`config.mk`:
```
export PLATFORM = sky130hd
export DESIGN_NAME = csr_core_regs
export DESIGN_NICKNAME = d
export VERILOG_FILES = /design/src/hw/csr_pkg.sv /design/src/hw/csr_sfr_byte.sv /design/src/hw/csr_core_regs.sv
export SDC_FILE = /design/constraint.sdc
export NUM_CORES = 1
export LEC_CHECK = 0
export BUFFER_PORTS_ARGS = -buffer_cell sky130_fd_sc_hd__buf_2
export CELL_PAD_IN_SITES_DETAIL_PLACEMENT = 2
export CELL_PAD_IN_SITES_GLOBAL_PLACEMENT = 2
export CORE_MARGIN = 2
export CORE_UTILIZATION = 33
export DETAILED_ROUTE_END_ITERATION = 16
export HOLD_SLACK_MARGIN = 0.06
export PLACE_DENSITY_LB_ADDON = 0.25
export SLEW_MARGIN = 20
export SYNTH_ARGS = -nofsm -noshare
export SYNTH_HDL_FRONTEND = slang
export SYNTH_SLANG_ARGS = --single-unit
```
`constraint.sdc`:
```
create_clock -name clock -period 4.2 [get_ports clock]
set_input_delay 0.21 -clock clock [delete_from_list [all_inputs] [get_ports clock]]
set_output_delay 0.21 -clock clock [all_outputs]
set_load 0.01 [all_outputs]
```
`src/hw/csr_pkg.sv`:
```
`default_nettype none
package csr_pkg;

   ////////////////////////////////////////////////////////////////////////////
   // Special register addresses (direct addressing, upper 128 locations)
   localparam logic [7:0] ADDR_STACK_PTR = 8'h81;
   localparam logic [7:0] ADDR_MEM_PTR_LO = 8'h82;
   localparam logic [7:0] ADDR_MEM_PTR_HI = 8'h83;
   localparam logic [7:0] ADDR_POWER_CTL = 8'h87;
   localparam logic [7:0] ADDR_REV_ID    = 8'hC2;
   localparam logic [7:0] ADDR_STATUS    = 8'hD0;
   localparam logic [7:0] ADDR_ARITH     = 8'hE0;
   localparam logic [7:0] ADDR_AUX       = 8'hF0;

   ////////////////////////////////////////////////////////////////////////////
   // Values after reset, and the value read at unmapped addresses
   localparam logic [7:0] RST_STACK_PTR = 8'h07;
   localparam logic [7:0] RST_ZERO      = 8'h00;
   localparam logic [7:0] RST_POWER_CTL = 8'h00;
   localparam logic [7:0] RST_STATUS    = 8'h00;
   localparam logic [7:0] UNMAPPED_READ = 8'h00;

   ////////////////////////////////////////////////////////////////////////////
   // Status word field positions
   localparam int unsigned ST_CARRY  = 7;
   localparam int unsigned ST_HALF   = 6;
   localparam int unsigned ST_USER0  = 5;
   localparam int unsigned ST_BANK_H = 4;
   localparam int unsigned ST_BANK_L = 3;
   localparam int unsigned ST_RANGE  = 2;
   localparam int unsigned ST_USER1  = 1;
   localparam int unsigned ST_PARITY = 0;

   // Power control field positions
   localparam int unsigned PC_BAUD_DOUBLE = 7;
   localparam int unsigned PC_SERIAL_WAKE = 6;
   localparam int unsigned PC_EXT0_WAKE   = 5;
   localparam int unsigned PC_RESERVED    = 4;
   localparam int unsigned PC_POWER_DOWN  = 1;
   localparam int unsigned PC_CORE_HALT   = 0;

   ////////////////////////////////////////////////////////////////////////////
   // Result of an executed instruction, loaded by hardware
   typedef struct packed {
      logic       acc_we;
      logic [7:0] acc;
      logic       aux_we;
      logic [7:0] aux;
      logic       carry_we;
      logic       carry;
      logic       half_we;
      logic       half;
      logic       range_we;
      logic       range;
   } csr_alu_upd_t;

   // Byte that holds a given bit address (bit-addressable bytes end in 0H or 8H)
   function automatic logic [7:0] csr_bit_byte(input logic [7:0] bit_addr);
      return {bit_addr[7:3], 3'h0};
   endfunction : csr_bit_byte

   function automatic logic csr_bit_capable(input logic [7:0] byte_addr);
      return byte_addr[2:0] == 3'h0;
   endfunction : csr_bit_capable

endpackage : csr_pkg
`default_nettype wire

```
`src/hw/csr_sfr_byte.sv`:
```
`default_nettype none
module csr_sfr_byte
   import csr_pkg::*;
#(
   parameter logic [7:0] ADDR   = 8'h00,
   parameter logic [7:0] RST    = 8'h00,
   parameter bit         BIT_OK = 1'b0
) (
   // Clock and reset
   input  wire logic       clock,
   input  wire logic       rst_n,
   // Direct byte write
   input  wire logic [7:0] wr_addr,
   input  wire logic       wr_en,
   input  wire logic [7:0] wr_data,
   // Single-bit write
   input  wire logic [7:0] bit_addr,
   input  wire logic       bit_en,
   input  wire logic       bit_val,
   // Hardware load, wins over software
   input  wire logic       hw_en,
   input  wire logic [7:0] hw_data,
   // Contents
   output logic [7:0]      q
);

   logic [7:0] next_q;

   always_comb begin
      next_q = q;
      if (hw_en)
         next_q = hw_data;
      else if (wr_en && wr_addr == ADDR)
         next_q = wr_data;
      else if (BIT_OK && bit_en && csr_bit_byte(bit_addr) == ADDR)
         next_q[bit_addr[2:0]] = bit_val;
   end

   always_ff @(posedge clock or negedge rst_n) begin
      if (!rst_n)
         q <= RST;
      else
         q <= next_q;
   end

endmodule : csr_sfr_byte
`default_nettype wire

```
`src/hw/csr_core_regs.sv`:
```
// What this block does
// Push increments pointer, then writes stack RAM
// Stack pointer resets to 07H; first push 08H
// Memory pointer usable as 16-bit or two bytes
// Status word at D0H, reset 00H, bit-addressable
// Status word flag layout carry..parity
// Bank bits select bank 0 to 3 binary
// Power control at 87H, reset 00H, byte only
// Power control bit layout baud..idle
// Main arithmetic register holds operands and results
// Auxiliary register pairs for multiply/divide, else scratch
// Unoccupied addresses hold no register
// Software avoids reserved locations
// Addresses ending 0H or 8H are bit-addressable
// Readable silicon revision byte
// All CPU registers except PC/banks here
// Only direct access reaches this space
// Lowest 32 bytes form four register banks
// Parity flag tracks main register, ignores writes
`default_nettype none
module csr_core_regs
   import csr_pkg::*;
#(
   // Arbitrary value; changes with silicon revision
   parameter logic [7:0] REVISION_ID = 8'h5A
) (
   // Clock and reset
   input  wire logic         clock,
   input  wire logic         rst_n,
   // Direct byte access (upper 128 addresses)
   input  wire logic [7:0]   dir_addr,
   input  wire logic         dir_wr,
   input  wire logic [7:0]   dir_wdata,
   input  wire logic         dir_rd,
   output logic [7:0]        dir_rdata,
   output logic              sfr_hit,
   // Single-bit access
   input  wire logic [7:0]   bit_addr,
   input  wire logic         bit_wr,
   input  wire logic         bit_wval,
   input  wire logic         bit_rd,
   output logic              bit_rdata,
   // Instruction results
   input  wire csr_alu_upd_t alu_upd,
   input  wire logic         mem_pointer_word_we,
   input  wire logic [15:0]  mem_pointer_word_data,
   // Stack operations
   input  wire logic         push_req,
   input  wire logic [7:0]   push_data,
   input  wire logic         pop_req,
   output logic              stack_we,
   output logic [7:0]        stack_addr,
   output logic [7:0]        stack_wdata,
   // Working register addressing
   input  wire logic [2:0]   wreg_idx,
   output logic [7:0]        wreg_addr,
   // Register contents
   output logic [7:0]        arith_main_reg,
   output logic [7:0]        mul_aux_reg,
   output logic [7:0]        stack_top_pointer,
   output logic [15:0]       mem_pointer_word,
   output logic [7:0]        cpu_status_word,
   output logic [7:0]        power_control_reg,
   output logic              power_down_enable,
   output logic              core_halt_enable
);

   ////////////////////////////////////////////////////////////////////////////
   // Hardware loads

   logic [7:0] mem_pointer_high;
   logic [7:0] mem_pointer_low;
   logic [7:0] status_q;
   logic       sp_hw_en;
   logic [7:0] sp_hw_data;
   logic       st_hw_en;
   logic [7:0] st_hw_data;

   always_comb begin
      // Push wins over a simultaneous pop
      sp_hw_en   = push_req || pop_req;
      sp_hw_data = push_req ? stack_top_pointer + 8'h01 : stack_top_pointer - 8'h01;
      st_hw_en   = alu_upd.carry_we || alu_upd.half_we || alu_upd.range_we;
      st_hw_data = status_q;
      if (alu_upd.carry_we)
         st_hw_data[ST_CARRY] = alu_upd.carry;
      if (alu_upd.half_we)
         st_hw_data[ST_HALF] = alu_upd.half;
      if (alu_upd.range_we)
         st_hw_data[ST_RANGE] = alu_upd.range;
   end

   ////////////////////////////////////////////////////////////////////////////
   // Register instances

   csr_sfr_byte #(.ADDR(ADDR_ARITH), .RST(RST_ZERO), .BIT_OK(1'b1)) u_arith (
      .clock(clock), .rst_n(rst_n),
      .wr_addr(dir_addr), .wr_en(dir_wr), .wr_data(dir_wdata),
      .bit_addr(bit_addr), .bit_en(bit_wr), .bit_val(bit_wval),
      .hw_en(alu_upd.acc_we), .hw_data(alu_upd.acc), .q(arith_main_reg));

   csr_sfr_byte #(.ADDR(ADDR_AUX), .RST(RST_ZERO), .BIT_OK(1'b1)) u_aux (
      .clock(clock), .rst_n(rst_n),
      .wr_addr(dir_addr), .wr_en(dir_wr), .wr_data(dir_wdata),
      .bit_addr(bit_addr), .bit_en(bit_wr), .bit_val(bit_wval),
      .hw_en(alu_upd.aux_we), .hw_data(alu_upd.aux), .q(mul_aux_reg));

   csr_sfr_byte #(.ADDR(ADDR_STACK_PTR), .RST(RST_STACK_PTR), .BIT_OK(1'b0)) u_sp (
      .clock(clock), .rst_n(rst_n),
      .wr_addr(dir_addr), .wr_en(dir_wr), .wr_data(dir_wdata),
      .bit_addr(bit_addr), .bit_en(bit_wr), .bit_val(bit_wval),
      .hw_en(sp_hw_en), .hw_data(sp_hw_data), .q(stack_top_pointer));

   csr_sfr_byte #(.ADDR(ADDR_MEM_PTR_LO), .RST(RST_ZERO), .BIT_OK(1'b0)) u_dpl (
      .clock(clock), .rst_n(rst_n),
      .wr_addr(dir_addr), .wr_en(dir_wr), .wr_data(dir_wdata),
      .bit_addr(bit_addr), .bit_en(bit_wr), .bit_val(bit_wval),
      .hw_en(mem_pointer_word_we), .hw_data(mem_pointer_word_data[7:0]), .q(mem_pointer_low));

   csr_sfr_byte #(.ADDR(ADDR_MEM_PTR_HI), .RST(RST_ZERO), .BIT_OK(1'b0)) u_dph (
      .clock(clock), .rst_n(rst_n),
      .wr_addr(dir_addr), .wr_en(dir_wr), .wr_data(dir_wdata),
      .bit_addr(bit_addr), .bit_en(bit_wr), .bit_val(bit_wval),
      .hw_en(mem_pointer_word_we), .hw_data(mem_pointer_word_data[15:8]), .q(mem_pointer_high));

   csr_sfr_byte #(.ADDR(ADDR_STATUS), .RST(RST_STATUS), .BIT_OK(1'b1)) u_status (
      .clock(clock), .rst_n(rst_n),
      .wr_addr(dir_addr), .wr_en(dir_wr), .wr_data(dir_wdata),
      .bit_addr(bit_addr), .bit_en(bit_wr), .bit_val(bit_wval),
      .hw_en(st_hw_en), .hw_data(st_hw_data), .q(status_q));

   // Bit-addressable flag off: bit writes can never reach this byte
   csr_sfr_byte #(.ADDR(ADDR_POWER_CTL), .RST(RST_POWER_CTL), .BIT_OK(1'b0)) u_power_control_reg (
      .clock(clock), .rst_n(rst_n),
      .wr_addr(dir_addr), .wr_en(dir_wr), .wr_data(dir_wdata),
      .bit_addr(bit_addr), .bit_en(bit_wr), .bit_val(bit_wval),
      .hw_en(1'b0), .hw_data(RST_POWER_CTL), .q(power_control_reg));

   ////////////////////////////////////////////////////////////////////////////
   // Derived outputs

   always_comb begin
      mem_pointer_word = {mem_pointer_high, mem_pointer_low};
      // Stored parity bit is dead; the live value always comes from the accumulator
      cpu_status_word = {status_q[7:1], ^arith_main_reg};
      // Bank base is bank*8 within the lowest 32 bytes
      wreg_addr = {3'h0, status_q[ST_BANK_H], status_q[ST_BANK_L], wreg_idx};
      power_down_enable = power_control_reg[PC_POWER_DOWN];
      core_halt_enable  = power_control_reg[PC_CORE_HALT];
   end

   ////////////////////////////////////////////////////////////////////////////
   // Read decode

   function automatic logic [8:0] read_byte(input logic [7:0] a);
      // Bit 8 flags a mapped location
      logic [8:0] r;
      r = {1'b0, UNMAPPED_READ};
      // Only the upper half is decoded: low addresses are RAM, never this space
      if (a[7]) begin
         unique case (a)
            ADDR_ARITH:     r = {1'b1, arith_main_reg};
            ADDR_AUX:       r = {1'b1, mul_aux_reg};
            ADDR_STACK_PTR: r = {1'b1, stack_top_pointer};
            ADDR_MEM_PTR_LO: r = {1'b1, mem_pointer_low};
            ADDR_MEM_PTR_HI: r = {1'b1, mem_pointer_high};
            ADDR_STATUS:    r = {1'b1, cpu_status_word};
            ADDR_POWER_CTL: r = {1'b1, power_control_reg};
            ADDR_REV_ID:    r = {1'b1, REVISION_ID};
            default:        r = {1'b0, UNMAPPED_READ};
         endcase
      end
      return r;
   endfunction : read_byte

   logic [8:0] dir_look;
   logic [8:0] bit_look;
   logic [7:0] next_dir_rdata;
   logic       next_bit_rdata;
   logic       next_stack_we;
   logic [7:0] next_stack_addr;
   logic [7:0] next_stack_wdata;

   always_comb begin
      dir_look  = read_byte(dir_addr);
      bit_look  = read_byte(csr_bit_byte(bit_addr));
      sfr_hit   = dir_look[8];
      next_dir_rdata = dir_rd ? dir_look[7:0] : dir_rdata;
      next_bit_rdata = bit_rdata;
      if (bit_rd)
         next_bit_rdata = bit_look[bit_addr[2:0]] && csr_bit_capable(csr_bit_byte(bit_addr));
      // Stack write uses the pointer value after the increment
      next_stack_we    = push_req;
      next_stack_addr  = push_req ? sp_hw_data : stack_addr;
      next_stack_wdata = push_req ? push_data : stack_wdata;
   end

   always_ff @(posedge clock or negedge rst_n) begin
      if (!rst_n) begin
         dir_rdata   <= RST_ZERO;
         bit_rdata   <= 1'b0;
         stack_we    <= 1'b0;
         stack_addr  <= RST_ZERO;
         stack_wdata <= RST_ZERO;
      end else begin
         dir_rdata   <= next_dir_rdata;
         bit_rdata   <= next_bit_rdata;
         stack_we    <= next_stack_we;
         stack_addr  <= next_stack_addr;
         stack_wdata <= next_stack_wdata;
      end
   end

   logic seen_edge;
   always_ff @(posedge clock or negedge rst_n) begin
      if (!rst_n)
         seen_edge <= 1'b0;
      else
         seen_edge <= 1'b1;
   end
endmodule : csr_core_regs
`default_nettype wire

```
# --- Word-level counts from Yosys, hierarchy flattened ---
# Index checks and enable logic that the tools add are counted.
op_classes:
  n_eq_ne: 14
  n_reduce_logical: 26
  order_cmp: 3
  n_addsub: 2
  bitwise_logic: 1
  muxes: 30
op_table:
  columns: ["op", "count"]
  rows:
  - ["$mux 8", 17]
  - ["$pmux 9 s8", 1]
  - ["$eq 8x8->1 const B", 8]
  - ["$bwmux 8", 3]
  - ["$pmux 8 s3", 1]
  - ["$eq 5x5->1 const B", 3]
  - ["$logic_and 1x1->1", 11]
  - ["$mux 9", 1]
  - ["$reduce_bool 3->1", 3]
  - ["$add 8x1->8 const B", 1]
  - ["$reduce_and 2->1", 4]
  - ["$reduce_bool 2->1", 4]
  - ["$reduce_xor 8->1", 1]
  - ["$sub 8x1->8 const B", 1]
  - ["$ne 2x2->1 const B", 3]
  - ["$lt 3x5->1 const B", 1]
  - ["$mux 1", 5]
  - ["$lt 3x4->1 const B", 1]
  - ["$bmux 1 s3", 1]
  - ["$demux 1 s3", 1]
  - ["$ge 3x1->1 const B", 1]
  - ["$logic_or 1x1->1", 3]
  - ["$not 1->1", 1]
totals:
  register_bits: 82
  output_inout_bits: 93
  input_bits: 85
  elab_cells: 91

# --- Depth between registers and ports, before layout ---
depth:
  depth_word: 8
  ltp_mapped: 8
  ltp_nobuf: 7

# --- Hierarchy ---
# A second synthesis with hierarchy kept.
hier_totals:
  hier_cells: 638
  hier_area_um2: 6019.5
by_module_without_submodules:
  columns: ["mod", "cells_each", "seq_area_each_um2", "instances", "area_per_inst_um2"]
  rows:
  - ["csr_core_regs", 234, 650.6, 1, 2159.6]
  - ["csr_sfr_byte (u_arith ...)", 65, 200.2, 2, 560.5]
  - ["csr_sfr_byte (u_power_control_reg)", 58, 200.2, 1, 564.3]
  - ["csr_sfr_byte (u_dph)", 57, 200.2, 1, 561.8]
  - ["csr_sfr_byte (u_aux)", 57, 200.2, 1, 543.0]
  - ["csr_sfr_byte (u_sp)", 51, 203.9, 1, 536.8]
  - ["csr_sfr_byte (u_dpl)", 51, 200.2, 1, 533.0]

# --- Least setup slack after synthesis ---
# No wires, ideal clock.
synth_path:
  path_kind: "input to register"
  start: "in push_req"
  end: "reg stack_addr[6]"
  cell_stages: 8
  n_path_buf: 1
  t_required_ns: 4.131
  setup_time_ns: 0.069
  slack_ns: 1.882
  t_arrival_ns: 2.249
  path_cell_list: "clkbuf_1 -> inv_1 -> fa_1 -> a21o_1 -> a21o_1 -> a21o_1 -> a2111o_1 -> nand3_1"
synth_via:
  elab_chain_len: 1
synth_rtl:
  columns: ["item", "line", "rtl"]
  rows:
  - ["start, declared", "csr_core_regs.sv:48", "input wire logic push_req,"]
  - ["$mux 8", "csr_core_regs.sv:82", "sp_hw_data = push_req ? stack_top_pointer + 8'h01 : stack_top_pointer - 8'h01;"]
  - ["end signal, assigned", "csr_core_regs.sv:209", "stack_addr <= next_stack_addr;"]
  - ["end, declared", "csr_core_regs.sv:52", "output logic [7:0] stack_addr,"]
# Parallel ways exist; a longest one is shown, timed or not.
# A chain may end at the register's enable or synchronous reset.

# --- Worst setup path after layout ---
# Ends and elaborated chain as after synthesis.

==> results.cfg <==
[status]
status = finished clean

[placed_design]
hpwl_mm = 15.5
dp_cells = 883
port_buffers = 168
place.gp.congestion = 0.844

[logic_synthesis]
synth_top_family_by_area = multiplexers
synth_area_leader_cell = dfrtp_1
synth_most_common_cell = dfrtp_1
synth_cell_types = 70
ys_top_cells_by_count = dfrtp_1, mux2_2, mux2i_1, nand2_1, o21ai_0
ys_warn_count = 0
synthXorXnorAreaFrac_pct = 1.99
netlist_area_mm2 = 0.00527
synth_mux_area_share_pct = 19.1
syn_avg_cell_area_um2 = 9.83
synth-simple-area-share_pct = 17.0
synth_compound_area_share_pct = 17.1
synthAdderAreaFrac_pct = 1.80
synthCells = 536
synth_seq_cells = 81
netlist.area_leader.share_pct = 37.0
synth_flop_cell = dfrtp_1
synth-seq-area-share_pct = 38.5
postSynth.asyncResetShare_pct = 100
synth_edf_count = 0
yosys-top-cells-area = dfrtp_1, mux2_2, mux2i_1

[sta]
fin_crit_sh_pct = 54.4
fin_skew_ns = 0.00844
hold_viol = 0
max_freq_mhz = 438
rsz0062_at_grt = no
drv_slew = 0
setup_violations = 0
min_period_ns = 2.29
worst_pin_slew_ns = 0.813
timing.slew.headroom_pct = 45.6
fin_tns_setup_ns = 0

[pwr]
cellLeakagePower_nw = 3.15
power.density_mw_per_mm2 = 440
max-vdd-ir-drop_uv = 287

[grt]
grt_antenna_before_repair = 2
gr-usage-all-layers_pct = 24.8
grt_pass1_wl_mm = 31.7
grt-ovfl-total = 0
grt_start_max_net_pins = 82
grt_pass1_vias = 5402

[hold_path]
holdPathEnd = u_dph.q[6]
min-delay-start = mem_pointer_word_data[14]
hold_depth = 3
worstHoldPathType = in2reg

[clocking]
htreeDepth = 3
root_buffer = clkbuf_16
numCtsBuffers = 9
clkTransAtPathRegs_ns = 0.07
cts_tree = yes
clk-insertion-delay-late_ns = 0.35
clock_sinks = 81
postCtsSetupBuffers = 0
cts.path.max_buffers = 2

[critical_path]
ff2ff_path_depth = 6
critPathLaunchType = input port
required_ns = 4.48
cp_max_fo = 21
r2r_slack_ns = 2.12
path_class = in2reg
worstReg2RegEnd = stack_addr[6]
end_kind = register
regToRegStartpoint = u_sp.q[2]
cp_data_arrival_time_ns = 2.57

[detailed_routing]
via_count = 4989
firstDrtPassIters = 4
wl_per_cell_um = 22.8
ant_nets = 0
totalWireLength_mm = 20.6
vias_per_cell = 5.52
drc = 0
drt_iter0_drc = 303

[cells_and_area]
post-route-util_pct = 41.6
layoutNonFillerInstCount = 903
syn_to_final_growth_pct = 24.3
drive_above_1_share_pct = 36.0
nets = 773

[floorplanning]
die_area_mm2 = 0.0170
coreArea_mm2 = 0.0158
start_util_pct = 33.4
row_count = 46
die_w_um = 130
ios = 178
fp.dieH_um = 130

[job]
maxCapViolCount = 0
-- critical path: stages --
cell and delay [ns]:
buf_2 0.36, inv_1 0.34, fa_1 0.53, a21o_1 0.18
a21o_1 0.21, a21o_1 0.23, a2111o_1 0.42, nand3_1 0.08
-- sequential cells by signal (all words and copies together) (netlist names) --
name,flops
bit_rdata,1
dir_rdata,8
stack_addr,8
stack_wdata,8
stack_we,1
u_arith.q,8
u_aux.q,8
u_dph.q,8
u_dpl.q,8
u_power_control_reg.q,8
u_sp.q,8
u_status.q,7
-- how the worst max path moves through the flow --
stage             start             to  slack (ns)  cells past startpoint
2_1_floorplan  push_req  stack_addr[6]        1.88                      8
3_3_place_gp   push_req  stack_addr[6]        1.70                      8
3_5_place_dp   push_req      u_sp.q[6]        1.54                      8
4_1_cts        push_req      u_sp.q[6]        1.90                      8
5_1_grt        push_req      u_sp.q[6]        1.76                      8
6_report       push_req  stack_addr[6]        1.91                      8
-- layer usage --
layer / vias up / GRT usage [%] / share of wire (%)
met5: - / 0 / 0
met3: 23 / 3.62 / 4.3
met2: 127 / 42.5 / 50
met1: 2549 / 33.1 / 44
li1: 2290 / - / -
met4: 0 / 6.57 / 1.6
-- through the flow --
step	instance area, µm²	worst slack, ns	power, mW	hold WS [ns]
after floorplan	5280	1.88	1.58	-0.0856
after global placement	6190	1.70	1.93	0.417
after detailed placement	6190	1.54	1.99	0.420
after CTS	6540	1.90	2.91	0.0617
after global routing	6550	1.76	3.04	0.0845
final	6550	1.91	2.88	0.0718
-- logic make-up (layout without fill, tap and decap cells) --
group / Yosys count / after routing
buf+inv: 47 / 195
xor+xnor: 12 / 12
compound gates: 134 / 134
mux: 93 / 93
simple gates: 161 / 161
flops: 81 / 81
fa+ha+maj: 7 / 7
other cells: 1 / 4
-- what timing repair did --
action / in CTS / in global routing
hold buffers: 2 / 1
hold endpoints to repair: 2 / 78
gates resized for setup: 0 / 0
-- area by class of cell --
| class | count | area (µm²) |
|---|---|---|
| Multi-Input combinational cell | 410 | 3010 |
| Timing Repair Buffer | 171 | 877 |
| Sequential cell | 81 | 2030 |
| Clock buffer | 11 | 243 |
| Antenna cell | 1 | 2.50 |
| Inverter | 8 | 30.0 |
| Tap cell | 216 | 270 |
| Clock inverter | 5 | 86.3 |
| Fill cell | 1788 | 9220 |
-- power breakdown --
part           total, mW  switching, mW  internal [mW]  leakage [nW]
logic              0.912          0.521          0.391          2.00
clock network      0.901          0.358          0.543         0.160
registers           1.07          0.156          0.916         0.991
-- placed cells by master, fill, tap and decap left out, drive strengths merged, types with 5 or more instances in the layout --
cell type	Yosys	final
xnor2	8	8
dfrtp	78	78
nor3	18	18
a22oi	8	8
ha	6	6
o21ai	42	42
inv	8	9
buf	18	168
a21oi	22	22
nor2	30	30
nand4	9	9
mux2	49	49
a21o	6	6
a22o	9	9
nand2	42	42
mux2i	43	43
nor3b	5	5
o31a	5	5
nand3	19	19
nand3b	5	5
a211oi	7	7
clkbuf	21	11
Power figures use the tool's default switching activity.
